## src/shared/mac_cfg_pkg.sv

```systemverilog
package mac_cfg_pkg;

    // Register map, byte addresses
    localparam logic [7:0] CTRL_OFFSET = 8'h38;
    localparam int         MAP_ADDR_W  = 8;

    // Field positions inside the control word
    localparam int GAP_DIR_BIT = 23;
    localparam int GAP_CNT_LSB = 20;
    localparam int TX_DESC_LSB = 16;
    localparam int RX_DESC_LSB = 12;
    localparam int TX_BST_LSB  = 10;
    localparam int RX_BST_LSB  = 8;
    localparam int GAP_CNT_W   = 3;
    localparam int DESC_W      = 4;
    localparam int BST_W       = 2;

    // Byte lanes holding the fields
    localparam int LANE_GAP_TXD = 2;
    localparam int LANE_RXD_BST = 1;

    // Reset values
    localparam logic                 GAP_DIR_RST = 1'b0;
    localparam logic [GAP_CNT_W-1:0] GAP_CNT_RST = 3'h0;
    localparam logic [DESC_W-1:0]    DESC_RST    = 4'h2;
    localparam logic [BST_W-1:0]     BST_RST     = 2'h3;

    // Units
    localparam int BURST_BASE_BYTES = 64;
    localparam int DESC_UNIT_BYTES  = 8;
    localparam int BURST_BYTES_W    = 10;
    localparam int DESC_BYTES_W     = 7;
    localparam int GAP_CYC_W        = 7;

    // Timing: transmit clock periods against the 40 ns core clock
    localparam int CORE_PERIOD_NS   = 40;
    localparam int TXCLK_100M_NS    = 40;
    localparam int TXCLK_10M_NS     = 400;
    localparam int TXCLK_100M_CYC_I = (TXCLK_100M_NS / CORE_PERIOD_NS) < 1 ? 1
                                    : (TXCLK_100M_NS / CORE_PERIOD_NS);
    localparam int TXCLK_10M_CYC_I  = (TXCLK_10M_NS / CORE_PERIOD_NS) < 1 ? 1
                                    : (TXCLK_10M_NS / CORE_PERIOD_NS);
    localparam logic [3:0] TXCLK_100M_CYC = 4'(TXCLK_100M_CYC_I);
    localparam logic [3:0] TXCLK_10M_CYC  = 4'(TXCLK_10M_CYC_I);

    // AXI responses
    localparam logic [1:0] RESP_OKAY   = 2'h0;
    localparam logic [1:0] RESP_DECERR = 2'h3;

endpackage

```

## src/rtl/pin_sync3.sv

```systemverilog
`timescale 1ns/1ps
// Three-stage pin synchroniser; the level only moves once stages two and three agree
module pin_sync3
(
    input  wire logic core_clk,
    input  wire logic reset,
    input  wire logic pin,
    output logic      level
);

    logic stage1;
    logic stage2;
    logic stage3;
    logic next_level;

    // Stage one feeds stage two only, to keep metastability contained
    always_comb
    begin
        next_level = level;
        if (stage2 == stage3)
        begin
            next_level = stage3;
        end
    end

    // Register the chain and the filtered level
    always_ff @(posedge core_clk or posedge reset)
    begin
        if (reset)
        begin
            stage1 <= 1'b0;
            stage2 <= 1'b0;
            stage3 <= 1'b0;
            level  <= 1'b0;
        end
        else
        begin
            stage1 <= pin;
            stage2 <= stage1;
            stage3 <= stage2;
            level  <= next_level;
        end
    end

endmodule

```

## src/rtl/mac_burst_gap_cfg.sv

```systemverilog
`timescale 1ns/1ps
// Notes on behaviour
// - Direction bit set lengthens gap, reset zero
// - Three-bit count adjusts gap in transmit clocks
// - Transmit descriptor length in 8-byte units, never zero
// - Receive descriptor length in 8-byte units, never zero
// - Transmit burst cap 64 to 512 bytes
// - Receive burst cap 64 to 512 bytes
module mac_burst_gap_cfg
    import mac_cfg_pkg::*;
#(
    parameter int ADDR_WIDTH = 8
)
(
    input  wire logic                              core_clk,
    input  wire logic                              reset,
    input  wire logic [ADDR_WIDTH-1:0]             s_axi_awaddr,
    input  wire logic                              s_axi_awvalid,
    output logic                                   s_axi_awready,
    input  wire logic [31:0]                       s_axi_wdata,
    input  wire logic [3:0]                        s_axi_wstrb,
    input  wire logic                              s_axi_wvalid,
    output logic                                   s_axi_wready,
    output logic [1:0]                             s_axi_bresp,
    output logic                                   s_axi_bvalid,
    input  wire logic                              s_axi_bready,
    input  wire logic [ADDR_WIDTH-1:0]             s_axi_araddr,
    input  wire logic                              s_axi_arvalid,
    output logic                                   s_axi_arready,
    output logic [31:0]                            s_axi_rdata,
    output logic [1:0]                             s_axi_rresp,
    output logic                                   s_axi_rvalid,
    input  wire logic                              s_axi_rready,
    input  wire logic                              speed_10m,
    output logic                                   gap_direction_up,
    output logic [mac_cfg_pkg::GAP_CNT_W-1:0]      gap_adjust_count,
    output logic [mac_cfg_pkg::GAP_CYC_W-1:0]      gap_adjust_core_cycles,
    output logic [mac_cfg_pkg::DESC_W-1:0]         tx_descriptor_length,
    output logic [mac_cfg_pkg::DESC_W-1:0]         rx_descriptor_length,
    output logic [mac_cfg_pkg::DESC_BYTES_W-1:0]   tx_descriptor_bytes,
    output logic [mac_cfg_pkg::DESC_BYTES_W-1:0]   rx_descriptor_bytes,
    output logic [mac_cfg_pkg::BST_W-1:0]          tx_burst_limit,
    output logic [mac_cfg_pkg::BST_W-1:0]          rx_burst_limit,
    output logic [mac_cfg_pkg::BURST_BYTES_W-1:0]  tx_burst_bytes,
    output logic [mac_cfg_pkg::BURST_BYTES_W-1:0]  rx_burst_bytes
);

    import mac_cfg_pkg::*;

    // Decoder needs the full low byte of the map; refused at elaboration
    if (ADDR_WIDTH < MAP_ADDR_W || ADDR_WIDTH > 32)
    begin
        $error("ADDR_WIDTH must lie between 8 and 32");
    end

    // True when the word address hits the control register
    function automatic logic hits_ctrl(input logic [ADDR_WIDTH-1:0] addr);
        logic [31:0] wide;
        wide = 32'(addr);
        return (wide[31:2] == 30'(CTRL_OFFSET[7:2]));
    endfunction

    // Burst code to byte cap; 64 bytes doubled per code step, so code 3 gives 512
    function automatic logic [BURST_BYTES_W-1:0] burst_bytes(input logic [BST_W-1:0] code);
        logic [BURST_BYTES_W-1:0] base;
        base = BURST_BYTES_W'(BURST_BASE_BYTES);
        return base << code;
    endfunction

    // Descriptor length to bytes
    function automatic logic [DESC_BYTES_W-1:0] desc_bytes(input logic [DESC_W-1:0] len);
        return DESC_BYTES_W'(len) * DESC_BYTES_W'(DESC_UNIT_BYTES);
    endfunction

    logic                 speed_10m_level;
    logic                 aw_held;
    logic                 w_held;
    logic [ADDR_WIDTH-1:0] aw_addr;
    logic [31:0]          w_data;
    logic [3:0]           w_strb;
    logic                 write_go;
    logic [31:0]          ctrl_word;
    logic                   next_awready;
    logic                   next_wready;
    logic                   next_aw_held;
    logic                   next_w_held;
    logic [ADDR_WIDTH-1:0]  next_aw_addr;
    logic [31:0]            next_w_data;
    logic [3:0]             next_w_strb;
    logic                   next_bvalid;
    logic [1:0]             next_bresp;
    logic                   next_arready;
    logic                   next_rvalid;
    logic [31:0]            next_rdata;
    logic [1:0]             next_rresp;
    logic                   next_gap_dir;
    logic [GAP_CNT_W-1:0]   next_gap_cnt;
    logic [DESC_W-1:0]      next_txd;
    logic [DESC_W-1:0]      next_rxd;
    logic [BST_W-1:0]       next_txb;
    logic [BST_W-1:0]       next_rxb;
    logic [GAP_CYC_W-1:0]   next_gap_cycles;

    // Link speed strap is a pin from outside the core domain
    pin_sync3 u_speed_sync
    (
        .core_clk (core_clk),
        .reset    (reset),
        .pin      (speed_10m),
        .level    (speed_10m_level)
    );

    // Readback image; reserved top byte and the unowned low byte read zero
    always_comb
    begin
        ctrl_word = 32'h0;
        ctrl_word[GAP_DIR_BIT] = gap_direction_up;
        ctrl_word[GAP_CNT_LSB +: GAP_CNT_W] = gap_adjust_count;
        ctrl_word[TX_DESC_LSB +: DESC_W] = tx_descriptor_length;
        ctrl_word[RX_DESC_LSB +: DESC_W] = rx_descriptor_length;
        ctrl_word[TX_BST_LSB +: BST_W] = tx_burst_limit;
        ctrl_word[RX_BST_LSB +: BST_W] = rx_burst_limit;
    end

    assign write_go = aw_held && w_held && !s_axi_bvalid;
    // Write channels: address and data taken in either order, answer after both
    always_comb
    begin
        next_aw_held = aw_held;
        next_w_held  = w_held;
        next_aw_addr = aw_addr;
        next_w_data  = w_data;
        next_w_strb  = w_strb;
        next_bvalid  = s_axi_bvalid;
        next_bresp   = s_axi_bresp;
        if (s_axi_awvalid && s_axi_awready)
        begin
            next_aw_held = 1'b1;
            next_aw_addr = s_axi_awaddr;
        end
        if (s_axi_wvalid && s_axi_wready)
        begin
            next_w_held = 1'b1;
            next_w_data = s_axi_wdata;
            next_w_strb = s_axi_wstrb;
        end
        if (s_axi_bvalid && s_axi_bready)
        begin
            next_bvalid = 1'b0;
        end
        if (write_go)
        begin
            next_aw_held = 1'b0;
            next_w_held  = 1'b0;
            next_bvalid  = 1'b1;
            next_bresp   = hits_ctrl(aw_addr) ? RESP_OKAY : RESP_DECERR;
        end
        // One write at a time: no new beat until the response is gone
        next_awready = !next_aw_held && !next_bvalid;
        next_wready  = !next_w_held && !next_bvalid;
    end

    // Field updates; a zero descriptor length is illegal and is dropped
    always_comb
    begin
        next_gap_dir = gap_direction_up;
        next_gap_cnt = gap_adjust_count;
        next_txd     = tx_descriptor_length;
        next_rxd     = rx_descriptor_length;
        next_txb     = tx_burst_limit;
        next_rxb     = rx_burst_limit;
        if (write_go && hits_ctrl(aw_addr))
        begin
            if (w_strb[LANE_GAP_TXD])
            begin
                next_gap_dir = w_data[GAP_DIR_BIT];
                next_gap_cnt = w_data[GAP_CNT_LSB +: GAP_CNT_W];
                if (w_data[TX_DESC_LSB +: DESC_W] != 4'h0)
                begin
                    next_txd = w_data[TX_DESC_LSB +: DESC_W];
                end
            end
            if (w_strb[LANE_RXD_BST])
            begin
                if (w_data[RX_DESC_LSB +: DESC_W] != 4'h0)
                begin
                    next_rxd = w_data[RX_DESC_LSB +: DESC_W];
                end
                next_txb = w_data[TX_BST_LSB +: BST_W];
                next_rxb = w_data[RX_BST_LSB +: BST_W];
            end
        end
    end

    // Gap step in core cycles: one transmit clock is 1 or 10 core cycles
    always_comb
    begin
        next_gap_cycles = GAP_CYC_W'(next_gap_cnt)
                        * GAP_CYC_W'(speed_10m_level ? TXCLK_10M_CYC
                                                     : TXCLK_100M_CYC);
    end

    // Read channel: answer one cycle after the address is taken
    always_comb
    begin
        next_rvalid = s_axi_rvalid;
        next_rdata  = s_axi_rdata;
        next_rresp  = s_axi_rresp;
        if (s_axi_rvalid && s_axi_rready)
        begin
            next_rvalid = 1'b0;
        end
        if (s_axi_arvalid && s_axi_arready)
        begin
            next_rvalid = 1'b1;
            next_rdata  = hits_ctrl(s_axi_araddr) ? ctrl_word : 32'h0;
            next_rresp  = hits_ctrl(s_axi_araddr) ? RESP_OKAY : RESP_DECERR;
        end
        next_arready = !next_rvalid;
    end

    // Bus state registers
    always_ff @(posedge core_clk or posedge reset)
    begin
        if (reset)
        begin
            aw_held       <= 1'b0;
            w_held        <= 1'b0;
            aw_addr       <= '0;
            w_data        <= 32'h0;
            w_strb        <= 4'h0;
            s_axi_awready <= 1'b0;
            s_axi_wready  <= 1'b0;
            s_axi_bvalid  <= 1'b0;
            s_axi_bresp   <= RESP_OKAY;
            s_axi_arready <= 1'b0;
            s_axi_rvalid  <= 1'b0;
            s_axi_rdata   <= 32'h0;
            s_axi_rresp   <= RESP_OKAY;
        end
        else
        begin
            aw_held       <= next_aw_held;
            w_held        <= next_w_held;
            aw_addr       <= next_aw_addr;
            w_data        <= next_w_data;
            w_strb        <= next_w_strb;
            s_axi_awready <= next_awready;
            s_axi_wready  <= next_wready;
            s_axi_bvalid  <= next_bvalid;
            s_axi_bresp   <= next_bresp;
            s_axi_arready <= next_arready;
            s_axi_rvalid  <= next_rvalid;
            s_axi_rdata   <= next_rdata;
            s_axi_rresp   <= next_rresp;
        end
    end

    // Control fields and their decoded forms, registered together so they never skew
    always_ff @(posedge core_clk or posedge reset)
    begin
        if (reset)
        begin
            gap_direction_up       <= GAP_DIR_RST;
            gap_adjust_count       <= GAP_CNT_RST;
            gap_adjust_core_cycles <= '0;
            tx_descriptor_length   <= DESC_RST;
            rx_descriptor_length   <= DESC_RST;
            tx_descriptor_bytes    <= DESC_BYTES_W'(16);
            rx_descriptor_bytes    <= DESC_BYTES_W'(16);
            tx_burst_limit         <= BST_RST;
            rx_burst_limit         <= BST_RST;
            tx_burst_bytes         <= BURST_BYTES_W'(512);
            rx_burst_bytes         <= BURST_BYTES_W'(512);
        end
        else
        begin
            gap_direction_up       <= next_gap_dir;
            gap_adjust_count       <= next_gap_cnt;
            gap_adjust_core_cycles <= next_gap_cycles;
            tx_descriptor_length   <= next_txd;
            rx_descriptor_length   <= next_rxd;
            tx_descriptor_bytes    <= desc_bytes(next_txd);
            rx_descriptor_bytes    <= desc_bytes(next_rxd);
            tx_burst_limit         <= next_txb;
            rx_burst_limit         <= next_rxb;
            tx_burst_bytes         <= burst_bytes(next_txb);
            rx_burst_bytes         <= burst_bytes(next_rxb);
        end
    end
endmodule

```

## config.mk

```make
export PLATFORM = sky130hd
export DESIGN_NAME = mac_burst_gap_cfg
export DESIGN_NICKNAME = d
export VERILOG_FILES = /design/src/shared/mac_cfg_pkg.sv /design/src/rtl/pin_sync3.sv /design/src/rtl/mac_burst_gap_cfg.sv
export SDC_FILE = /design/constraint.sdc
export NUM_CORES = 1
export LEC_CHECK = 0
export ABC_AREA = 0
export BUFFER_PORTS_ARGS = -buffer_cell sky130_fd_sc_hd__buf_4
export CAP_MARGIN = 25
export CORE_MARGIN = 8
export CORE_UTILIZATION = 45
export DETAILED_ROUTE_END_ITERATION = 7
export PLACE_DENSITY_LB_ADDON = 0.1
export SKIP_LAST_GASP = 1
export SLEW_MARGIN = 20
export SYNTH_ARGS = -nofsm -noshare
export SYNTH_HDL_FRONTEND = slang
export SYNTH_SLANG_ARGS = --single-unit
```

## constraint.sdc

```tcl
create_clock -name core_clk -period 2.9 [get_ports core_clk]
set_input_delay 0.145 -clock core_clk [delete_from_list [all_inputs] [get_ports core_clk]]
set_output_delay 0.145 -clock core_clk [all_outputs]
set_load 0.02 [all_outputs]
```

==> results.cfg, run 1 <==
[finish]
diodes = 0
area_growth_pct = 23.1
nets = 461
stdcell_count = 506
drive_gt1_share_pct = 39.2

[drt]
post_drt_wl_per_cell_um = 15.0
first_pass_iters = 4
routed_via_density = 4.73
drt_wl_total_um = 7580
remaining_drc_errors = 0
drt-initial-drc-count = 81
vias = 2394
drtAntennaViolNets = 0

[floorplan]
std_cell_rows = 33
die_h_um = 106
io_pins = 158
die_x_um = 106
initial_core_util_pct = 45.6
core_um2 = 8050
dieArea_um2 = 11300

[placement]
hpwlAfterDp_um = 5730
routabilityCongestion = 0.732
io_buffers = 101
dp.cells = 488

[logic_synthesis]
synth_edf_count = 0
synth_seq_cells = 84
synthCells = 297
synth_top_area_share_pct = 51.8
ys_async_sr_fraction_pct = 100
synth-adder-area-share_pct = 2.18
synth_area_um2 = 3670
synth_top_family_by_area = buffers and inverters
avgSynthCellArea_um2 = 12.4
synthTopCellsByArea = dfrtp_1, buf_4, mux2_2
synth.mux.area_fraction_pct = 9.33
synth_compound_area_share_pct = 7.80
synth_simple_gate_area_share_pct = 11.0
synth_ff_type = dfrtp_1
yosysTopAreaCell = dfrtp_1
synth_cell_types = 40
ys_seq_area_share_pct = 57.5
yosysMostFrequentCell = dfrtp_1
synth_common_cells = dfrtp_1, buf_4, nand2_1, mux2_2, a22o_1
synthXorXnorAreaFrac_pct = 0.477
yosysWarningCount = 0

[run_status]
status = complete, no violations

[sta]
fin_crit_ns = 2.38
fin_skew_ns = 0.0124
fin_hold_ws_ns = 0.0222
grt_setup_unrepaired = false
tightest_slew_ns = 0.938
hold_viol = 0
finalSetupViolCount = 0
slew_headroom_pct = 37.0
finalSetupTns_ns = 0
finalMaxSlewViolations = 0
period_share_pct = 82.1
fmax_mhz = 420

[clock_tree]
hold_buffers = 2
cts_tree = done
clk_latency_ns = 0.34
htree_levels = 3
cts_buffer_depth = 2
cts_setup_buffers = 0
numCtsBuffers = 9
clk_pin_slew_ns = 0.09
clock_sinks = 84
cts_resized = 0
cts_root_buf = clkbuf_8

[global_routing]
grt_max_degree = 35
antenna_found_initial = 0
track_usage_pct = 13.4
grt_pass1_vias = 2529
grt_pass1_wl_um = 12200
overflow = 0

[critical_path]
crit_path_end_kind = register
timing.rr.start = s_axi_bvalid
r2r_slack_ns = 0.52
cp-start-kind = register
cp.required_ns = 3.18
startpoint = s_axi_bvalid
crit_path_end = gap_adjust_core_cycles[3]
reg2reg_depth = 8
reg2reg_to = gap_adjust_core_cycles[3]
path_max_fanout = 10
cp.arrival_ns = 2.66
worstSetupPathType = register to register

[pwr]
ir_worst_vdd_mv = 0.428
p_leak_nw = 2.34
power.density_nw_per_um2 = 798

[hold_path]
hp-class = input port to register

[job]
cap_viol_max_count = 0
state kept, by name (all words and copies together), names as in the netlist, 2 cells and up:
name	count
rx_burst_limit	2
rx_descriptor_bytes	4
s_axi_rdata	16
gap_adjust_core_cycles	7
w_strb	2
tx_descriptor_bytes	4
aw_addr	6
rx_burst_bytes	4
tx_burst_limit	2
w_data	16
tx_burst_bytes	4
gap_adjust_count	3
cells in the final DEF (no fill, tap or decap), drive strengths merged, types with 2 or more instances in the layout:
master       netlist  layout
nand3              4       4
nor2               5       5
and4               2       2
inv                9       8
nand4              2       2
nand3b             8       8
clkinv             0       3
o21ai              5       5
clkbuf             2      14
nand2             34      34
buf               51     104
ha                 4       4
nor3               4       4
dlygate4sd3        0       2
or3                2       2
dfstp              8       8
mux2i              6       6
xnor2              2       2
o31ai              6       6
a21oi              4       4
nor2b              5       5
dfrtp             76      76
conb               2      37
a22o              20      20
mux2              24      24
logic make-up after synthesis:
kind of cell,Yosys count
other cells,2
flops,84
simple gates,73
buf+inv,62
compound gates,38
xor+xnor,2
mux,30
fa+ha+maj,6
stage by stage:
stage	cell area [um2]	utilization (%)	setup WS (ns)	total power, mW
6_report	4520	56.1	0.518	3.61
5_1_grt	4520	56.1	0.306	3.84
4_1_cts	4520	56.1	0.518	3.65
3_5_place_dp	4330	53.8	0.550	2.90
3_3_place_gp	4330	53.8	0.580	2.88
2_1_floorplan	3800	-	0.603	2.54
worst min-delay path by stage:
stage,start,end,slack (ns),cells past startpoint
after floorplan,speed_10m,u_speed_sync.stage1,0.18,0
after global placement,reset,w_data[22],0.13,2
after detailed placement,reset,w_data[22],0.13,2
after CTS,s_axi_rready,s_axi_rvalid,0.005,2
after global routing,s_axi_rready,s_axi_rvalid,0.01,2
final,s_axi_rready,s_axi_rvalid,0.02,2
where the power goes:
part	leakage (nW)	switching (mW)	total [mW]	internal, mW
logic	1.21	0.556	1.08	0.527
registers	1.04	0.275	1.79	1.51
clock network	0.0905	0.381	0.737	0.357
total	2.34	1.21	3.61	2.39
area by class of cell:
class | count | area (um2)
inverters | 9 | 35.0
repair buffers | 106 | 801
clock inverters | 2 | 10.0
clock buffers | 14 | 163
multi-input cells | 186 | 1270
well taps | 105 | 131
flip-flops and latches | 84 | 2110
fillers | 707 | 3530
critical path, stage by stage, from the launching register on:
cell	delay [ns]
dfrtp_1	0.39
and3b_1	0.43
nand4_2	0.19
mux2i_1	0.31
nor2b_1	0.09
ha_1	0.31
inv_1	0.06
fa_1	0.47
inv_1	0.06
metal layers:
layer	share of wire, %	track usage (%)
met3	9.2	4.54
met4	1.3	6.03
met1	43	15.9
met5	0	0
met2	47	21.5
No activity file was read; power rests on OpenSTA's default activity.
==> run 2: changes to the inputs <==
ABC_AREA = 1   (was 0)
CORE_UTILIZATION = 43   (was 45)
clock period = 2.1 ns   (was 2.9 ns; I/O delays follow)
==> run 2 against run 1 <==
  * Total power up 44%
  * Utilization grew 0.93 points
  * Worst setup slack got worse by 0.37 ns
  * Via count is 15% higher
  * Combinational power increased by 56%
  * Global-route usage up 1.1 points
  * Sequential share of layout area is 3.7 points lower
  * Flip-flop and latch count did not move
  * Clock skew down 0.0066 ns
==> results.cfg, run 2 <==
[clock_tree]
cts_buffer_depth = 2
numCtsBuffers = 9
cts_root_buf = clkbuf_8
clock_sinks = 84
cts_tree = done
htree_levels = 3
clk_latency_ns = 0.34
clk_pin_slew_ns = 0.08

[sta]
fin_skew_ns = 0.00585
finalMaxSlewViolations = 0
fmax_mhz = 512
fin_hold_ws_ns = 0.00986
tightest_slew_ns = 0.748
fin_crit_ns = 1.95
finalSetupViolCount = 0
grt_setup_unrepaired = false
period_share_pct = 93.0
slew_headroom_pct = 50.1
finalSetupTns_ns = 0
hold_viol = 0

[floorplan]
dieArea_um2 = 12000
io_pins = 158
die_x_um = 109
std_cell_rows = 34
initial_core_util_pct = 43.7
core_um2 = 8590
die_h_um = 109

[global_routing]
grt_max_degree = 35
overflow = 0
track_usage_pct = 14.4
grt_pass1_vias = 2817
grt_pass1_wl_um = 13700
antenna_found_initial = 0

[logic_synthesis]
yosysTopAreaCell = dfrtp_1
synth_area_um2 = 3750
synth_edf_count = 0
yosysWarningCount = 0
synthCells = 390
synth_seq_cells = 84
synth_top_area_share_pct = 50.6
synth_common_cells = nand2_1, dfrtp_1, inv_1, buf_4, o21ai_0
synthTopCellsByArea = dfrtp_1, buf_4, nand2_1
ys_async_sr_fraction_pct = 100
yosysMostFrequentCell = nand2_1
synth_ff_type = dfrtp_1
synth_cell_types = 30
ys_seq_area_share_pct = 56.2
avgSynthCellArea_um2 = 9.63

[placement]
routabilityCongestion = 0.783
hpwlAfterDp_um = 6330
io_buffers = 101

[finish]
largest_registers = s_axi_rdata (16), w_data (16), gap_adjust_core_cycles (7)
area_growth_pct = 30.6
multi_input_area_um2 = 1220
diodes = 0
final_common_cell = buf_4
nets = 577
mostFrequentLayoutCells = buf_4, nand2_1, dfrtp_1
regArea_um2 = 2110
drive_gt1_share_pct = 31.0
fillers = 817

[drt]
first_pass_iters = 4
drtAntennaViolNets = 0
drt_wl_total_um = 8390
remaining_drc_errors = 0
drt-initial-drc-count = 38
vias = 2748
post_drt_wl_per_cell_um = 13.4
routed_via_density = 4.40

[critical_path]
cp.required_ns = 2.38
slowest_delay_ns = 0.47
crit_path_end_kind = register
worstSetupPathType = register to register
cp.arrival_ns = 2.23
cp-start-kind = register
cpMaxStageDelayCell = fa_1
timing.rr.start = aw_addr[6]
timing.critical_path.mode_cell = inv_1
reg2reg_to = gap_adjust_core_cycles[3]
path_max_fanout = 3
r2r_slack_ns = 0.15
crit_chain = nor2_4 -> nand2_1 -> nor2_1 -> nand3_1 -> nand3_1 -> inv_1 -> ha_4 -> inv_1 -> fa_1 -> inv_1
reg2reg_depth = 10

[hold_path]
hp-class = input port to register
min_to = w_data[20]
hp-start = s_axi_wdata[20]
whs_path_depth = 3

[pwr]
p_leak_nw = 2.58
power_mw = 5.20
power.density_nw_per_um2 = 1060
ir_worst_vdd_mv = 0.527

[job]
cap_viol_max_count = 0

[run_status]
status = complete, no violations
-- run 2: cell types whose count changed after synthesis, moves of 5 or more --
| cell | before | now |
|---|---|---|
| nand2_1 | 34 | 83 |
| inv_1 | 9 | 52 |
| o21ai_0 | 5 | 26 |
| a22o_1 | 20 | 0 |
| nor2_1 | 5 | 25 |
| mux2_2 | 24 | 7 |
| a21oi_1 | 4 | 18 |
| nand3b_1 | 8 | 0 |
| o31ai_1 | 6 | 0 |
| mux2i_1 | 5 | 0 |
| nor2b_1 | 5 | 0 |
| o21ai_1 | 0 | 5 |
-- run 2: stage by stage --
stage	std cells	setup slack [ns]	util [%]	instance area [um2]
5_1_grt	624	0.0115	57.1	4900
6_report	624	0.148	57.1	4900
3_5_place_dp	589	0.0680	52.0	4470
2_1_floorplan	425	0.0160	-	3890
4_1_cts	622	0.0459	56.5	4850
3_3_place_gp	589	0.122	52.0	4470
-- run 2: logic make-up (layout without fill, tap and decap cells) --
family	after synthesis	after routing	share of synthesized area [%]
simple gates	131	131	16.0
buf+inv	105	196	15.5
flops	84	84	56.2
compound gates	54	54	7.63
mux	7	7	2.10
fa+ha+maj	6	6	2.13
other cells	2	37	0.200
xor+xnor	1	1	0.233
-- run 2: metal layers --
layer / part of all wire [%] / track usage [%]
met1: 40 / 16.6
met2: 50 / 25.1
met3: 8.5 / 4.28
met4: 1.2 / 4.92
met5: 0 / 0
-- run 2: worst max-delay path by stage --
stage,cells after the start,end,slack (ns),from
2_1_floorplan,11,gap_adjust_core_cycles[3],0.02,s_axi_bvalid
5_1_grt,14,gap_adjust_core_cycles[5],0.01,aw_addr[2]
3_5_place_dp,10,gap_adjust_core_cycles[3],0.07,aw_addr[6]
3_3_place_gp,10,gap_adjust_core_cycles[3],0.12,aw_addr[6]
4_1_cts,10,gap_adjust_core_cycles[3],0.05,aw_addr[6]
6_report,10,gap_adjust_core_cycles[3],0.15,aw_addr[6]
-- run 2: timing repair --
| action | CTS | global route |
|---|---|---|
| setup endpoints to repair | 0 | 2 |
| hold buffers | 18 | 1 |
| resized for setup | 0 | 8 |
| endpoints found under the hold margin | 44 | 1 |
| buffers inserted | 0 | 1 |
-- run 2: area by class of cell --
cell class / instances / share of cell area, %
tap: 108 / 2.76
clock buffer: 10 / 2.60
timing repair buffer: 128 / 20.9
multi-input combinational: 236 / 24.9
sequential: 84 / 43.1
inverter: 53 / 4.16
clock inverter: 5 / 1.58
-- run 2: critical path: cells and delay by family (launching register included) --
family        cells  cell delay (ns)
simple gates      5             0.53
flops             1             0.42
fa+ha+maj         2             0.73
buf+inv           3             0.21
-- run 2: report_power, final --
group	switching [mW]	total (mW)	internal [mW]
combinational	0.997	1.68	0.685
clock	0.546	1.21	0.660
sequential	0.269	2.31	2.04
